### config.mk
export PLATFORM = sky130hd
export DESIGN_NAME = mfs_supervisor
export DESIGN_NICKNAME = d
export VERILOG_FILES = /design/src/shared/mfs_pkg.sv /design/src/hdl/mfs_supervisor.sv
export SDC_FILE = /design/constraint.sdc
export NUM_CORES = 1
export LEC_CHECK = 0
export BUFFER_PORTS_ARGS = -buffer_cell sky130_fd_sc_hd__buf_2
export CAP_MARGIN = 5
export CORE_AREA = 8 8 144 146
export DETAILED_ROUTE_END_ITERATION = 10
export DIE_AREA = 0 0 152 154
export PLACE_DENSITY_LB_ADDON = 0.15
export SLEW_MARGIN = 20
export SYNTH_ARGS = -nofsm -noshare
export SYNTH_HDL_FRONTEND = slang
export SYNTH_SLANG_ARGS = --single-unit
### constraint.sdc
create_clock -name mclk -period 3.14 [get_ports mclk]
set_clock_uncertainty 0.1 [all_clocks]
set_input_delay 0.314 -clock mclk [delete_from_list [all_inputs] [get_ports mclk]]
set_output_delay 0.314 -clock mclk [all_outputs]
set_load 0.1 [all_outputs]
### src/shared/mfs_pkg.sv
`default_nettype none
package mfs_pkg;
  localparam logic [7:0] OFS_CTRL   = 8'h00;
  localparam logic [7:0] OFS_CFG    = 8'h04;
  localparam logic [7:0] OFS_AUX    = 8'h08;
  localparam logic [7:0] OFS_NET    = 8'h0C;
  localparam logic [7:0] OFS_RAMP   = 8'h10;
  localparam logic [7:0] OFS_STATUS = 8'h14;
  localparam logic [7:0] OFS_COUNT  = 8'h18;
  localparam int CTRL_PTC_EN = 0;
  localparam int CTRL_PHR_EN = 1;
  localparam int CTRL_PUMP   = 2;
  localparam int CTRL_CLEAR  = 3;
  localparam int CTRL_START  = 4;
  localparam int CTRL_STOP   = 5;
  localparam logic [3:0] RETRY_DEFAULT  = 4'h3;
  localparam logic [6:0] STARTS_MAX_LIM = 7'd99;
  localparam logic [6:0] STARTS_DEFAULT = 7'd2;
  localparam logic [7:0] START_RAMP_MAX = 8'd30;
  localparam logic [7:0] STOP_RAMP_MAX  = 8'd120;
  localparam logic [7:0] CAP_TRIP_PCT   = 8'd100;
  localparam longint CLK_HZ        = 200_000_000;
  localparam longint SAVE_HOURS    = 12;
  localparam longint SEC_PER_HOUR  = 3600;
  localparam longint SEC_CYC       = CLK_HZ;
  localparam longint HOUR_CYC      = SEC_PER_HOUR * CLK_HZ;
  localparam longint SAVE_CYC      = SAVE_HOURS * HOUR_CYC;
  // aux1 at-speed, aux2 fault, aux3 alarm, aux4 run command, all open
  localparam logic [15:0] AUX_RESET = 16'h0231;
  typedef enum logic [2:0] {
    ST_IDLE = 3'b000, ST_PRE = 3'b001, ST_START = 3'b011,
    ST_RUN = 3'b010, ST_STOP = 3'b110, ST_FAULT = 3'b111
  } mfs_state_e;
  typedef enum logic [3:0] {
    FLT_NONE = 4'h0, FLT_PTC = 4'h1, FLT_OPEN_GATE = 4'h2,
    FLT_LINE_PRE = 4'h3, FLT_LINE_RUN = 4'h4, FLT_PHASE_REV = 4'h5,
    FLT_STARTS = 4'h6, FLT_POLE_OT = 4'h7, FLT_OVERLOAD = 4'h8
  } mfs_fault_e;
  typedef enum logic [2:0] {
    AUX_NORMAL = 3'h0, AUX_AT_SPEED = 3'h1, AUX_ALARM = 3'h2,
    AUX_FAULT = 3'h3, AUX_NETWORK = 3'h4, AUX_EXT_BYPASS = 3'h5
  } mfs_aux_e;
  typedef struct packed {
    logic [2:0] gate_fired;
    logic [2:0] leg_collapsed;
  } mfs_pole_s;
  typedef struct packed {
    logic [2:0] line_loss;
    logic [2:0] load_missing;
    logic [2:0] scr_shorted;
  } mfs_line_s;
endpackage
`default_nettype wire

### src/hdl/mfs_supervisor.sv
// The APB interface to the registers and the register addresses are this design's own decisions.
`timescale 1ns/1ps
`default_nettype none
module mfs_supervisor #(
  parameter longint SEC_CYCLES  = mfs_pkg::SEC_CYC,
  parameter longint HOUR_CYCLES = mfs_pkg::HOUR_CYC,
  parameter longint SAVE_CYCLES = mfs_pkg::SAVE_CYC
) (
  // clock and reset
  input  wire logic              mclk,
  input  wire logic              rst_n,
  // apb slave
  input  wire logic              psel,
  input  wire logic              penable,
  input  wire logic              pwrite,
  input  wire logic [7:0]        paddr,
  input  wire logic [31:0]       pwdata,
  output logic                   pready,
  output logic [31:0]            prdata,
  output logic                   pslverr,
  // power stage and line feedback
  input  wire mfs_pkg::mfs_pole_s pole_fb,
  input  wire mfs_pkg::mfs_line_s line_fb,
  input  wire logic              temp_ok,
  input  wire logic              phase_reversed,
  input  wire logic              at_speed_in,
  input  wire logic              braking,
  input  wire logic [7:0]        thermal_cap_pct,
  input  wire logic              alarm_in,
  input  wire logic              winding_thermistor_over,
  input  wire logic              winding_thermistor_short,
  input  wire logic [1:0]        option_in,
  // outputs
  output logic [3:0]             aux_out,
  output logic                   gate_enable,
  output logic                   fault_active,
  output logic                   nv_save,
  output logic                   volt_meter_valid
);
  import mfs_pkg::*;

  mfs_state_e  state_reg;
  mfs_state_e  state_next;
  mfs_fault_e  fault_reg;
  mfs_fault_e  trip_next;
  logic [1:0]  phase_reg;
  logic [1:0]  phase_next;
  logic [2:0]  ctrl_reg;
  logic        clear_reg;
  logic        start_reg;
  logic        stop_reg;
  logic [3:0]  retry_lim_reg;
  logic [6:0]  starts_max_reg;
  logic [15:0] aux_cfg_reg;
  logic [3:0]  net_reg;
  logic [7:0]  ramp_up_reg;
  logic [7:0]  ramp_dn_reg;
  logic [3:0]  retry_reg;
  logic [6:0]  starts_reg;
  logic [39:0] hour_cnt_reg;
  logic [47:0] save_cnt_reg;
  logic [31:0] sec_cnt_reg;
  logic [7:0]  stop_sec_reg;
  logic [2:0]  fired_reg;
  logic        run_cmd_reg;
  logic        og_hit;
  logic        clr_ok;
  logic        wr_en;
  logic        setup;
  logic [31:0] rd_next;
  logic        bad_next;

  function automatic logic [1:0] first_phase(input logic [2:0] v);
    first_phase = v[0] ? 2'd1 : v[1] ? 2'd2 : v[2] ? 2'd3 : 2'd0;
  endfunction

  function automatic logic [7:0] clamp8(input logic [7:0] v,
                                        input logic [7:0] lim);
    clamp8 = (v > lim) ? lim : v;
  endfunction

  // aux 1 may only be at-speed or external bypass; bypass is never nc
  function automatic logic [3:0] aux_fix(input logic [3:0] v,
                                         input int idx);
    logic [3:0] r;
    r = v;
    if (idx == 0 && v[2:0] != AUX_AT_SPEED && v[2:0] != AUX_EXT_BYPASS)
      r = {v[3], AUX_AT_SPEED};
    if (idx == 3)
      r = {1'b0, AUX_NORMAL};
    if (r[2:0] == AUX_EXT_BYPASS)
      r[3] = 1'b0;
    aux_fix = r;
  endfunction

  // apb: no wait states, read data and error come from flops loaded in the setup cycle
  assign setup = psel && !penable;
  assign wr_en = psel && penable && pready && pwrite;

  always_comb begin
    rd_next = 32'h0000_0000;
    bad_next = 1'b0;
    unique case (paddr)
      OFS_CTRL:   rd_next = {29'h0, ctrl_reg};
      OFS_CFG:    rd_next = {17'h0, starts_max_reg, 4'h0, retry_lim_reg};
      OFS_AUX:    rd_next = {16'h0, aux_cfg_reg};
      OFS_NET:    rd_next = {28'h0, net_reg};
      OFS_RAMP:   rd_next = {8'h0, ramp_dn_reg, 8'h0, ramp_up_reg};
      OFS_STATUS: rd_next = {14'h0, option_in, aux_out,
                             volt_meter_valid, run_cmd_reg, phase_reg,
                             fault_reg, 1'b0, state_reg};
      OFS_COUNT:  rd_next = {13'h0, starts_reg, 8'h0, retry_reg};
      default:    bad_next = 1'b1;
    endcase
  end

  always_ff @(posedge mclk) begin
    if (!rst_n) begin
      pready <= 1'b0;
      prdata <= 32'h0000_0000;
      pslverr <= 1'b0;
    end else begin
      pready <= setup;
      prdata <= (setup && !pwrite) ? rd_next : 32'h0000_0000;
      pslverr <= setup && bad_next;
    end
  end

  // configuration registers
  always_ff @(posedge mclk) begin
    if (!rst_n) begin
      ctrl_reg <= 3'h1;
      retry_lim_reg <= RETRY_DEFAULT;
      starts_max_reg <= STARTS_DEFAULT;
      aux_cfg_reg <= AUX_RESET;
      net_reg <= 4'h0;
      ramp_up_reg <= 8'h0A;
      ramp_dn_reg <= 8'h0A;
    end else if (wr_en) begin
      unique case (paddr)
        OFS_CTRL: ctrl_reg <= pwdata[2:0];
        OFS_CFG: begin
          retry_lim_reg <= pwdata[3:0];
          starts_max_reg <= (pwdata[14:8] > STARTS_MAX_LIM) ?
                            STARTS_MAX_LIM : pwdata[14:8];
        end
        OFS_AUX: begin
          for (int i = 0; i < 4; i++)
            aux_cfg_reg[i*4 +: 4] <= aux_fix(pwdata[i*4 +: 4], i);
        end
        OFS_NET: net_reg <= pwdata[3:0];
        OFS_RAMP: begin
          // pump limits; outside pump mode the full byte is kept
          ramp_up_reg <= ctrl_reg[CTRL_PUMP] ?
                         clamp8(pwdata[7:0], START_RAMP_MAX) :
                         pwdata[7:0];
          ramp_dn_reg <= ctrl_reg[CTRL_PUMP] ?
                         clamp8(pwdata[23:16], STOP_RAMP_MAX) :
                         pwdata[23:16];
        end
        default: ;
      endcase
    end
  end

  // command strobes, one cycle each
  always_ff @(posedge mclk) begin
    if (!rst_n) begin
      clear_reg <= 1'b0;
      start_reg <= 1'b0;
      stop_reg <= 1'b0;
    end else begin
      clear_reg <= wr_en && paddr == OFS_CTRL && pwdata[CTRL_CLEAR];
      start_reg <= wr_en && paddr == OFS_CTRL && pwdata[CTRL_START];
      stop_reg <= wr_en && paddr == OFS_CTRL && pwdata[CTRL_STOP];
    end
  end

  // gate pulse seen last cycle, leg must have collapsed by now
  always_ff @(posedge mclk) begin
    if (!rst_n)
      fired_reg <= 3'h0;
    else
      fired_reg <= pole_fb.gate_fired;
  end
  assign og_hit = (state_reg == ST_START || state_reg == ST_STOP) &&
                  |(fired_reg & ~pole_fb.leg_collapsed);
  assign clr_ok = clear_reg &&
                  (fault_reg != FLT_POLE_OT || temp_ok);

  // trip evaluation; first match wins, thermistor only when alone
  always_comb begin
    trip_next = FLT_NONE;
    phase_next = 2'd0;
    if (thermal_cap_pct >= CAP_TRIP_PCT)
      trip_next = FLT_OVERLOAD;
    else if ((state_reg == ST_START || state_reg == ST_STOP) && !temp_ok)
      trip_next = FLT_POLE_OT;
    else if (og_hit && retry_reg >= retry_lim_reg)
      trip_next = FLT_OPEN_GATE;
    else if (state_reg == ST_PRE &&
             |(line_fb.line_loss | line_fb.load_missing |
               line_fb.scr_shorted)) begin
      trip_next = FLT_LINE_PRE;
      phase_next = first_phase(line_fb.line_loss | line_fb.load_missing |
                               line_fb.scr_shorted);
    end else if (state_reg == ST_RUN &&
                 |(line_fb.line_loss | line_fb.load_missing))
      trip_next = FLT_LINE_RUN;
    else if (state_reg == ST_PRE && ctrl_reg[CTRL_PHR_EN] &&
             phase_reversed)
      trip_next = FLT_PHASE_REV;
    else if (state_reg == ST_IDLE && start_reg &&
             starts_reg >= starts_max_reg)
      trip_next = FLT_STARTS;
    else if (ctrl_reg[CTRL_PTC_EN] && fault_reg == FLT_NONE &&
             (winding_thermistor_over || winding_thermistor_short))
      trip_next = FLT_PTC;
  end

  // fault latch; a new trip in the clear cycle keeps the old fault latched
  always_ff @(posedge mclk) begin
    if (!rst_n) begin
      fault_reg <= FLT_NONE;
      phase_reg <= 2'd0;
    end else if (fault_reg == FLT_NONE && trip_next != FLT_NONE) begin
      fault_reg <= trip_next;
      phase_reg <= phase_next;
    end else if (clr_ok && trip_next == FLT_NONE) begin
      fault_reg <= FLT_NONE;
      phase_reg <= 2'd0;
    end
  end

  always_comb begin
    state_next = state_reg;
    unique case (state_reg)
      ST_IDLE:  if (start_reg && starts_reg < starts_max_reg)
                  state_next = ST_PRE;
      ST_PRE:   state_next = ST_START;
      ST_START: if (og_hit)
                  state_next = ST_PRE;
                else if (stop_reg)
                  state_next = ST_STOP;
                else if (at_speed_in)
                  state_next = ST_RUN;
      ST_RUN:   if (stop_reg)
                  state_next = ST_STOP;
      ST_STOP:  if (stop_sec_reg >= ramp_dn_reg)
                  state_next = ST_IDLE;
      ST_FAULT: if (clr_ok && trip_next == FLT_NONE)
                  state_next = ST_IDLE;
      default:  state_next = ST_FAULT;
    endcase
    if (trip_next != FLT_NONE || fault_reg != FLT_NONE) begin
      if (!(state_reg == ST_FAULT && clr_ok && trip_next == FLT_NONE))
        state_next = ST_FAULT;
    end
  end

  always_ff @(posedge mclk) begin
    if (!rst_n)
      state_reg <= ST_IDLE;
    else
      state_reg <= state_next;
  end

  // restart attempts, cleared once the motor runs or on clear
  always_ff @(posedge mclk) begin
    if (!rst_n)
      retry_reg <= 4'h0;
    else if (state_reg == ST_RUN || clr_ok)
      retry_reg <= 4'h0;
    else if (og_hit && retry_reg < retry_lim_reg)
      retry_reg <= retry_reg + 4'h1;
  end

  // starts counted inside a fixed hour window
  always_ff @(posedge mclk) begin
    if (!rst_n) begin
      hour_cnt_reg <= 40'h0;
      starts_reg <= 7'h0;
    end else if (hour_cnt_reg >= 40'(HOUR_CYCLES - 1)) begin
      hour_cnt_reg <= 40'h0;
      starts_reg <= 7'h0;
    end else begin
      hour_cnt_reg <= hour_cnt_reg + 40'h1;
      if (state_reg == ST_IDLE && state_next == ST_PRE &&
          starts_reg < STARTS_MAX_LIM)
        starts_reg <= starts_reg + 7'h1;
    end
  end

  // stop ramp timing in whole seconds
  always_ff @(posedge mclk) begin
    if (!rst_n || state_reg != ST_STOP) begin
      sec_cnt_reg <= 32'h0;
      stop_sec_reg <= 8'h0;
    end else if (sec_cnt_reg >= 32'(SEC_CYCLES - 1)) begin
      sec_cnt_reg <= 32'h0;
      stop_sec_reg <= stop_sec_reg + 8'h1;
    end else begin
      sec_cnt_reg <= sec_cnt_reg + 32'h1;
    end
  end

  // periodic save strobe for elapsed time
  always_ff @(posedge mclk) begin
    if (!rst_n) begin
      save_cnt_reg <= 48'h0;
      nv_save <= 1'b0;
    end else if (save_cnt_reg >= 48'(SAVE_CYCLES - 1)) begin
      save_cnt_reg <= 48'h0;
      nv_save <= 1'b1;
    end else begin
      save_cnt_reg <= save_cnt_reg + 48'h1;
      nv_save <= 1'b0;
    end
  end

  // run command level for the normal function
  always_ff @(posedge mclk) begin
    if (!rst_n)
      run_cmd_reg <= 1'b0;
    else if (stop_reg || state_next == ST_FAULT)
      run_cmd_reg <= 1'b0;
    else if (start_reg && state_next == ST_PRE)
      run_cmd_reg <= 1'b1;
  end

  always_ff @(posedge mclk) begin
    if (!rst_n) begin
      aux_out <= 4'h0;
      gate_enable <= 1'b0;
      fault_active <= 1'b0;
      volt_meter_valid <= 1'b0;
    end else begin
      for (int i = 0; i < 4; i++) begin
        logic lvl;
        lvl = 1'b0;
        unique case (aux_cfg_reg[i*4 +: 3])
          AUX_NORMAL:     lvl = run_cmd_reg;
          AUX_AT_SPEED:   lvl = state_reg == ST_RUN;
          AUX_ALARM:      lvl = alarm_in;
          AUX_FAULT:      lvl = fault_reg != FLT_NONE;
          AUX_NETWORK:    lvl = net_reg[i];
          AUX_EXT_BYPASS: lvl = state_reg == ST_RUN;
          default:        lvl = 1'b0;
        endcase
        aux_out[i] <= lvl ^ aux_cfg_reg[i*4 + 3];
      end
      gate_enable <= (state_reg == ST_START || state_reg == ST_RUN ||
                      state_reg == ST_STOP) && fault_reg == FLT_NONE;
      fault_active <= fault_reg != FLT_NONE;
      volt_meter_valid <= !braking;
    end
  end

  a_og_gate_only: assert property (@(posedge mclk) disable iff (!rst_n)
    (retry_reg != 4'h0 && retry_reg != $past(retry_reg)) |->
      $past(state_reg == ST_START || state_reg == ST_STOP))
    else $error("open gate counted outside ramping");
  a_ptc_alone: assert property (@(posedge mclk) disable iff (!rst_n)
    (fault_reg == FLT_PTC && $past(fault_reg) != FLT_PTC) |->
      $past(fault_reg) == FLT_NONE)
    else $error("thermistor trip over another fault");
  a_ptc_needs_en: assert property (@(posedge mclk) disable iff (!rst_n)
    (trip_next == FLT_PTC) |-> ctrl_reg[CTRL_PTC_EN] &&
      (winding_thermistor_over || winding_thermistor_short))
    else $error("thermistor trip without cause");
  a_retry_bound: assert property (@(posedge mclk) disable iff (!rst_n)
    retry_reg <= retry_lim_reg || $past(wr_en))
    else $error("restart attempts over limit");
  a_run_no_phase: assert property (@(posedge mclk) disable iff (!rst_n)
    (fault_reg == FLT_LINE_RUN) |-> phase_reg == 2'd0)
    else $error("running line fault carries a phase");
  a_pre_phase: assert property (@(posedge mclk) disable iff (!rst_n)
    $rose(fault_reg == FLT_LINE_PRE) |-> phase_reg != 2'd0)
    else $error("pre-start line fault without phase");
  a_starts_cap: assert property (@(posedge mclk) disable iff (!rst_n)
    starts_reg <= STARTS_MAX_LIM)
    else $error("start count above ceiling");
  a_ot_clear: assert property (@(posedge mclk) disable iff (!rst_n)
    ($past(fault_reg) == FLT_POLE_OT && fault_reg == FLT_NONE) |->
      $past(temp_ok))
    else $error("overtemp cleared while hot");
  a_overload: assert property (@(posedge mclk) disable iff (!rst_n)
    (thermal_cap_pct >= CAP_TRIP_PCT) |=> fault_reg != FLT_NONE)
    else $error("overload not latched");
  a_fault_stop: assert property (@(posedge mclk) disable iff (!rst_n)
    (fault_reg != FLT_NONE) |=> !gate_enable && fault_active)
    else $error("gating during fault");
  a_meter_brake: assert property (@(posedge mclk) disable iff (!rst_n)
    braking |=> !volt_meter_valid)
    else $error("voltage metering valid while braking");
  a_aux4_run: assert property (@(posedge mclk) disable iff (!rst_n)
    ##1 aux_out[3] == $past(run_cmd_reg))
    else $error("aux four not following run command");
endmodule
`default_nettype wire

# Yosys cells after proc, flatten, opt, wreduce, memory -nomap -nowiden

Index checks and enable logic that the tools add are counted.

Logic and storage cells: 231
Bits of input ports: 77
Output and inout bits: 42
Flip-flop bits (word level): 247

Equality and inequality tests: 41
Order comparisons: 13
Multiplexer cells: 56
Bitwise operators: 9
Reduce and logical (&&, ||, !) cells: 77
Add/sub/neg operators: 6

Operators with widths:

| cell                    | count |
|---|---|
| $pmux W24 S7            | 1 |
| $add A48 B1 Y48 const B | 1 |
| $ge A48 B43 Y1 const B  | 1 |
| $mux W3                 | 16 |
| $eq A3 B3 Y1 const B    | 15 |
| $add A40 B1 Y40 const B | 1 |
| $ge A40 B40 Y1 const B  | 1 |
| $mux W4                 | 9 |
| $logic_and A1 B1 Y1     | 33 |
| $add A32 B1 Y32 const B | 1 |
| $ge A32 B28 Y1 const B  | 1 |
| $mux W8                 | 4 |
| $eq A3 B2 Y1 const B    | 10 |
| $eq A8 B5 Y1 const B    | 3 |
| $pmux W1 S5             | 4 |
| $eq A3 B1 Y1 const B    | 6 |
| $mux W2                 | 9 |
| $pmux W3 S6             | 1 |
| $reduce_or A2 Y1        | 9 |
| $eq A8 B4 Y1 const B    | 2 |
| $logic_not A3 Y1        | 5 |
| $reduce_and A2 Y1       | 6 |
| $mux W1                 | 11 |
| $logic_or A1 B1 Y1      | 9 |
| other kinds (30)        | 43 |

# Logic depth before layout (Yosys ltp)

Word-level depth: 20
Gate-level depth with buffers: 11
Gate-level depth less buffers: 10

# Least setup slack after synthesis

Ideal clock, no wire load.

Path type: register to register
Start: register starts_reg[0]
End: register starts_reg[5]
Clock period less this slack: 2675 ps
Stages on the path, launching flop included: 11
Arrival: 2505 ps
Data required time: 2969 ps
Path buffers: 0
Setup time: 71 ps
Path slack: 465 ps
Cell sequence: dfxtp_1 inv_1 ha_1 nand2b_1 a211o_1 a21oi_1 nor2_1 nor4_2 nand3_4 or4_1 a21oi_1

Longest elaborated chain between the ends: 18
Elaborated cells between the ends (all ways): 26
Those cells by class: 1 x add/sub; 3 x order compare; 1 x eq/ne; 12 x mux; 9 x reduce/logical

RTL lines:

| element                           | line                                         | text |
|---|---|---|
| start, declared                   | mfs_supervisor.sv:59                         | `logic [6:0] starts_reg;` |
| start signal, assigned            | mfs_supervisor.sv:290                        | `starts_reg <= starts_reg + 7'h1;` |
| $ge A7 B7 Y1                      | mfs_supervisor.sv:214                        | `starts_reg >= starts_max_reg)` |
| $logic_and A1 B1 Y1               | mfs_supervisor.sv:213                        | `else if (state_reg == ST_IDLE && start_reg &&` |
| $mux W3                           | mfs_supervisor.sv:213                        |  |
| $mux W3                           | mfs_supervisor.sv:210                        | `else if (state_reg == ST_PRE && ctrl_reg[CTRL_PHR_EN] &&` |
| $mux W3                           | mfs_supervisor.sv:207                        | `end else if (state_reg == ST_RUN &&` |
| $mux W3                           | mfs_supervisor.sv:201                        | `else if (state_reg == ST_PRE &&` |
| $mux W3                           | mfs_supervisor.sv:199                        | `else if (og_hit && retry_reg >= retry_lim_reg)` |
| $mux W3                           | mfs_supervisor.sv:197                        | `else if ((state_reg == ST_START \|\| state_reg == ST_STOP) && !temp_ok)` |
| $mux W4                           | mfs_supervisor.sv:195                        | `if (thermal_cap_pct >= CAP_TRIP_PCT)` |
| $logic_not A4 Y1                  | mfs_supervisor.sv:251, mfs_supervisor.sv:256 |  |
| $logic_and A1 B1 Y1               | mfs_supervisor.sv:251                        | `ST_FAULT: if (clr_ok && trip_next == FLT_NONE)` |
| $mux W3                           | mfs_supervisor.sv:251                        |  |
| $pmux W3 S6                       | mfs_supervisor.sv:237                        | `unique case (state_reg)` |
| $mux W3                           | mfs_supervisor.sv:256                        | `if (!(state_reg == ST_FAULT && clr_ok && trip_next == FLT_NONE))` |
| $mux W3                           | mfs_supervisor.sv:255                        | `if (trip_next != FLT_NONE \|\| fault_reg != FLT_NONE) begin` |
| $eq A3 B1 Y1                      | mfs_supervisor.sv:288                        | `if (state_reg == ST_IDLE && state_next == ST_PRE &&` |
| $logic_and A1 B1 Y1 (2 in series) | mfs_supervisor.sv:288                        |  |

Several ways; a longest one is shown, not always the timed one.
A chain may end at the register's enable or synchronous reset.

# Worst setup path after layout

Same ends and word-level chain as after synthesis.

==> summary.md <==
| Metric | Value |
|---|---|
| Status | `finished clean` |
| Final-report hold violation count | `0` |
| Residual DRC count | `0` |
| Starting Density | `between 50% and 60%` |
| Via count | `9085` |
| Reg-to-Reg End | `starts_reg[5]` |
| RSZ-0062 raised after global routing | `false` |
| Clk buf depth | `3` |
| Most numerous cell in the Yosys netlist | `dfxtp_1` |
| Setup TNS | `0 ns` |
| Max IR drop VDD | `roughly 0.44 mV` |
| FF/Latch Area | `between 4000 and 5000 µm²` |
| Post-synth top area cell | `dfxtp_1` |
| Pleak | `roughly 4.8 nW` |
| P_int | `5.417 mW` |
| Max reg flops | `48` |
| Worst Path Required | `around 3.5 ns` |
| Worst r2r src | `starts_reg[0]` |
| Asr flop ratio synth | `0%` |
| Input/output buffers | `between 90 and 100` |
| Combinational group share of total power | `7.3%` |
| Flop2flop setup slack | `a little under 0.3 ns` |
| Final nets | `between 1000 and 1500` |
| Total CTS buffers | `26` |
| Vias in the first global route | `around 8900` |
| Psw | `approximately 1.6 mW` |
| Met2 usage | `36.32%` |
| Die width | `152 µm` |
| Synth cell count leaders | `235 x dfxtp_1, 199 x nor2_1, 124 x nand2_1, 71 x xor2_1, 61 x nand3_1` |
| Post-synth top flop | `dfxtp_1` |
| Core Area | `~18000 µm²` |
| Die Y | `154 µm` |
| FILL cells | `1500` |
| Clk_lat worst skew | `between 0.5 and 0.6 ns` |
| Startpoint types | `register` |
| ANT cells | `0` |
| R2R depth | `11` |
| CTS tree | `yes` |
| Pre-CTS setup slack | `0.3100 ns` |
| DRT iter0 DRCs | `~560` |
| Post-detail-place hpwl | `around 18000 µm` |
| Min-delay src | `pwdata[3]` |
| Root Driver | `clkbuf_16` |
| CP max FO | `7` |
| Slew HR | `50.43%` |
| Area Overhead vs Synth | `18.83%` |
| Final worst setup slack | `around 0.29 ns` |
| Setup Crit Path Kind | `reg -> reg` |
| Top-area cell type share of the netlist area | `43.82%` |
| Ys Warns | `0` |
| Synth top area cells | `dfxtp_1 44%, nor2_1 7.0%, xor2_1 5.8%` |
| Clock power frac | `between 40% and 50%` |
| Busiest grt layer | `met2` |
| Fin. max-slew vios | `0` |
| GRT Util Overall | `a little over a fifth` |
| Mapped Area | `about 11000 µm²` |
| Gpl congestion | `0.8690` |
| Sw frac | `a little under a quarter` |
| DRT Pass-1 Iters | `5` |
| Via-to-Cell Ratio | `approximately 5.6` |
| Cell row count | `50` |
| Worst-path clk slew | `around 0.06 ns` |
| Mean routed wirelength per cell | `between 15 and 20 µm` |
| Min Clock Period, post-route | `~2.8 ns` |
| Multi-input gate area | `about 5700 µm²` |
| H-tree depth | `1` |
| Non-filler instance count after layout | `1634` |
| EDFF count, synth | `0` |
| Synth cell types | `78` |
| Die ar. | `23410 µm²` |
| Number of I/O pins | `about 120` |
| Hold crit path type | `in -> reg` |
| Largest net degree at the start of global routing | `40` |
| Cell count after synthesis | `roughly 1200` |
| Clk sinks | `around 240` |
| Register bit total from synthesis | `235` |
| Hold depth | `3` |
| Seq/Total Area, Yosys | `between 40 and 50%` |
| Worst-Margin Slew | `around 0.74 ns` |
| Endpoints failing setup | `0` |
| Met1 Usage GRT | `around 28%` |
| Placed Cells | `roughly 1600` |
| Ratio of cells with drive above 1 in the final layout | `between 15 and 20%` |
| Fmax | `approximately 350 MHz` |
| Post-CTS setup buffer count | `0` |
| Final WL | `approximately 26000 µm` |
| ANT nets after route | `0` |
| Critical path capture point type | `register` |
| Worst EP arrival | `approximately 3.2 ns` |
| Reg power frac | `a little over two fifths` |
| Pwr dens | `~550 nW/µm²` |
| Initial antenna violation count | `0` |
| Fin crit share | `between 90% and 100%` |
| Syn Area/Cell | `roughly 8.6 µm²` |
| Max-cap viol count | `0` |
| First-pass GRT wire length | `around 43000 µm` |
| Met3 Use GR | `4.372%` |
| Worst hold endpoint | `retry_lim_reg[3]` |
| Total grt overflow | `0` |
[kinds of logic after synthesis]
family,share of synthesized area [%]
AOI/OAI and AO/OA,10.56
muxes,2.366
adders and majority gates,2.913
buffers and inverters,4.020
xor gates and xnor gates,9.055
and+or+nand+nor,27.23
DFF,43.82
other,0.03493
[cell usage in the layout, fill, tap and decap left out, types with 14 or more instances in the layout]
master and count:
dfxtp_1 235, a21boi_0 21, clkbuf_16 27, conb_1 17, buf_4 24, dlygate4sd3_1 20, nor3_1 20, xnor2_1 40
or3_1 15, mux2i_1 22, nor2_1 199, nand4_1 31, buf_2 99, nor2b_1 14, o21ai_0 32, inv_1 42
xor2_1 71, nand3_1 61, and3_1 23, ha_1 25, a21oi_1 36, nand2_1 124
[critical path, cell delays in order, from the launching register on]
cell      delay (ns)
dfxtp_1         0.43
inv_1           0.10
ha_1            0.27
nand2b_1        0.13
a211o_1         0.28
a21oi_1         0.14
nor2_1          0.12
nor4_2          0.29
buf_4           0.18
nand3_4         0.10
or4_1           0.49
a21oi_1         0.14
[cell type report]
class | count | share of cell area [%]
Multi-Input combinational cell | 930 | 44.54
Sequential cell | 235 | 36.87
Timing Repair Buffer | 145 | 7.179
Clock buffer | 35 | 6.080
Tap cell | 234 | 2.295
Clock inverter | 13 | 1.795
Inverter | 42 | 1.236
[how the worst max path moves through the flow]
stage               slack, ns          start            end  depth (start not counted)
detailed placement       0.31  starts_reg[0]  starts_reg[5]                         11
global placement         0.39  starts_reg[0]  starts_reg[5]                         11
floorplan                0.46  starts_reg[0]  starts_reg[5]                         10
finish                   0.29  starts_reg[0]  starts_reg[5]                         11
global route             0.11  starts_reg[0]  starts_reg[5]                         11
CTS                      0.30  starts_reg[0]  starts_reg[5]                         11
[through the flow]
stage	area (µm²)	hold WS (ns)	utilization, %	total power, mW
after floorplan	10800	0.2856	-	3.448
after global placement	11550	0.3446	62.60	3.598
after detailed placement	11550	0.3553	62.60	3.600
after CTS	12760	0.006798	69.13	7.077
after global routing	12760	0.02132	69.13	7.255
final	12760	0.01817	69.13	7.026
[layer usage]
| metal | wire, µm | part of all wire [%] |
|---|---|---|
| met1 | 11560 | 45 |
| met2 | 11820 | 46 |
| met3 | 1769 | 6.9 |
| met4 | 582 | 2.3 |
| met5 | 0 | 0 |
[power groups by stage]
stage	registers, mW	clock network, mW	logic (mW)
finish	3.06	3.46	0.512
global route	3.06	3.65	0.552
CTS	3.05	3.52	0.504
detailed placement	3.12	0	0.482
global placement	3.12	0	0.481
floorplan	3.19	0	0.255
[what timing repair did]
item / 4_1_cts / 5_1_grt
hold endpoints to repair: 23 / 0
resized for setup: 0 / 0
hold buffers: 20 / 0
setup endpoints to repair: 0 / 0
Note: power is estimated with default switching activity, not from simulation.
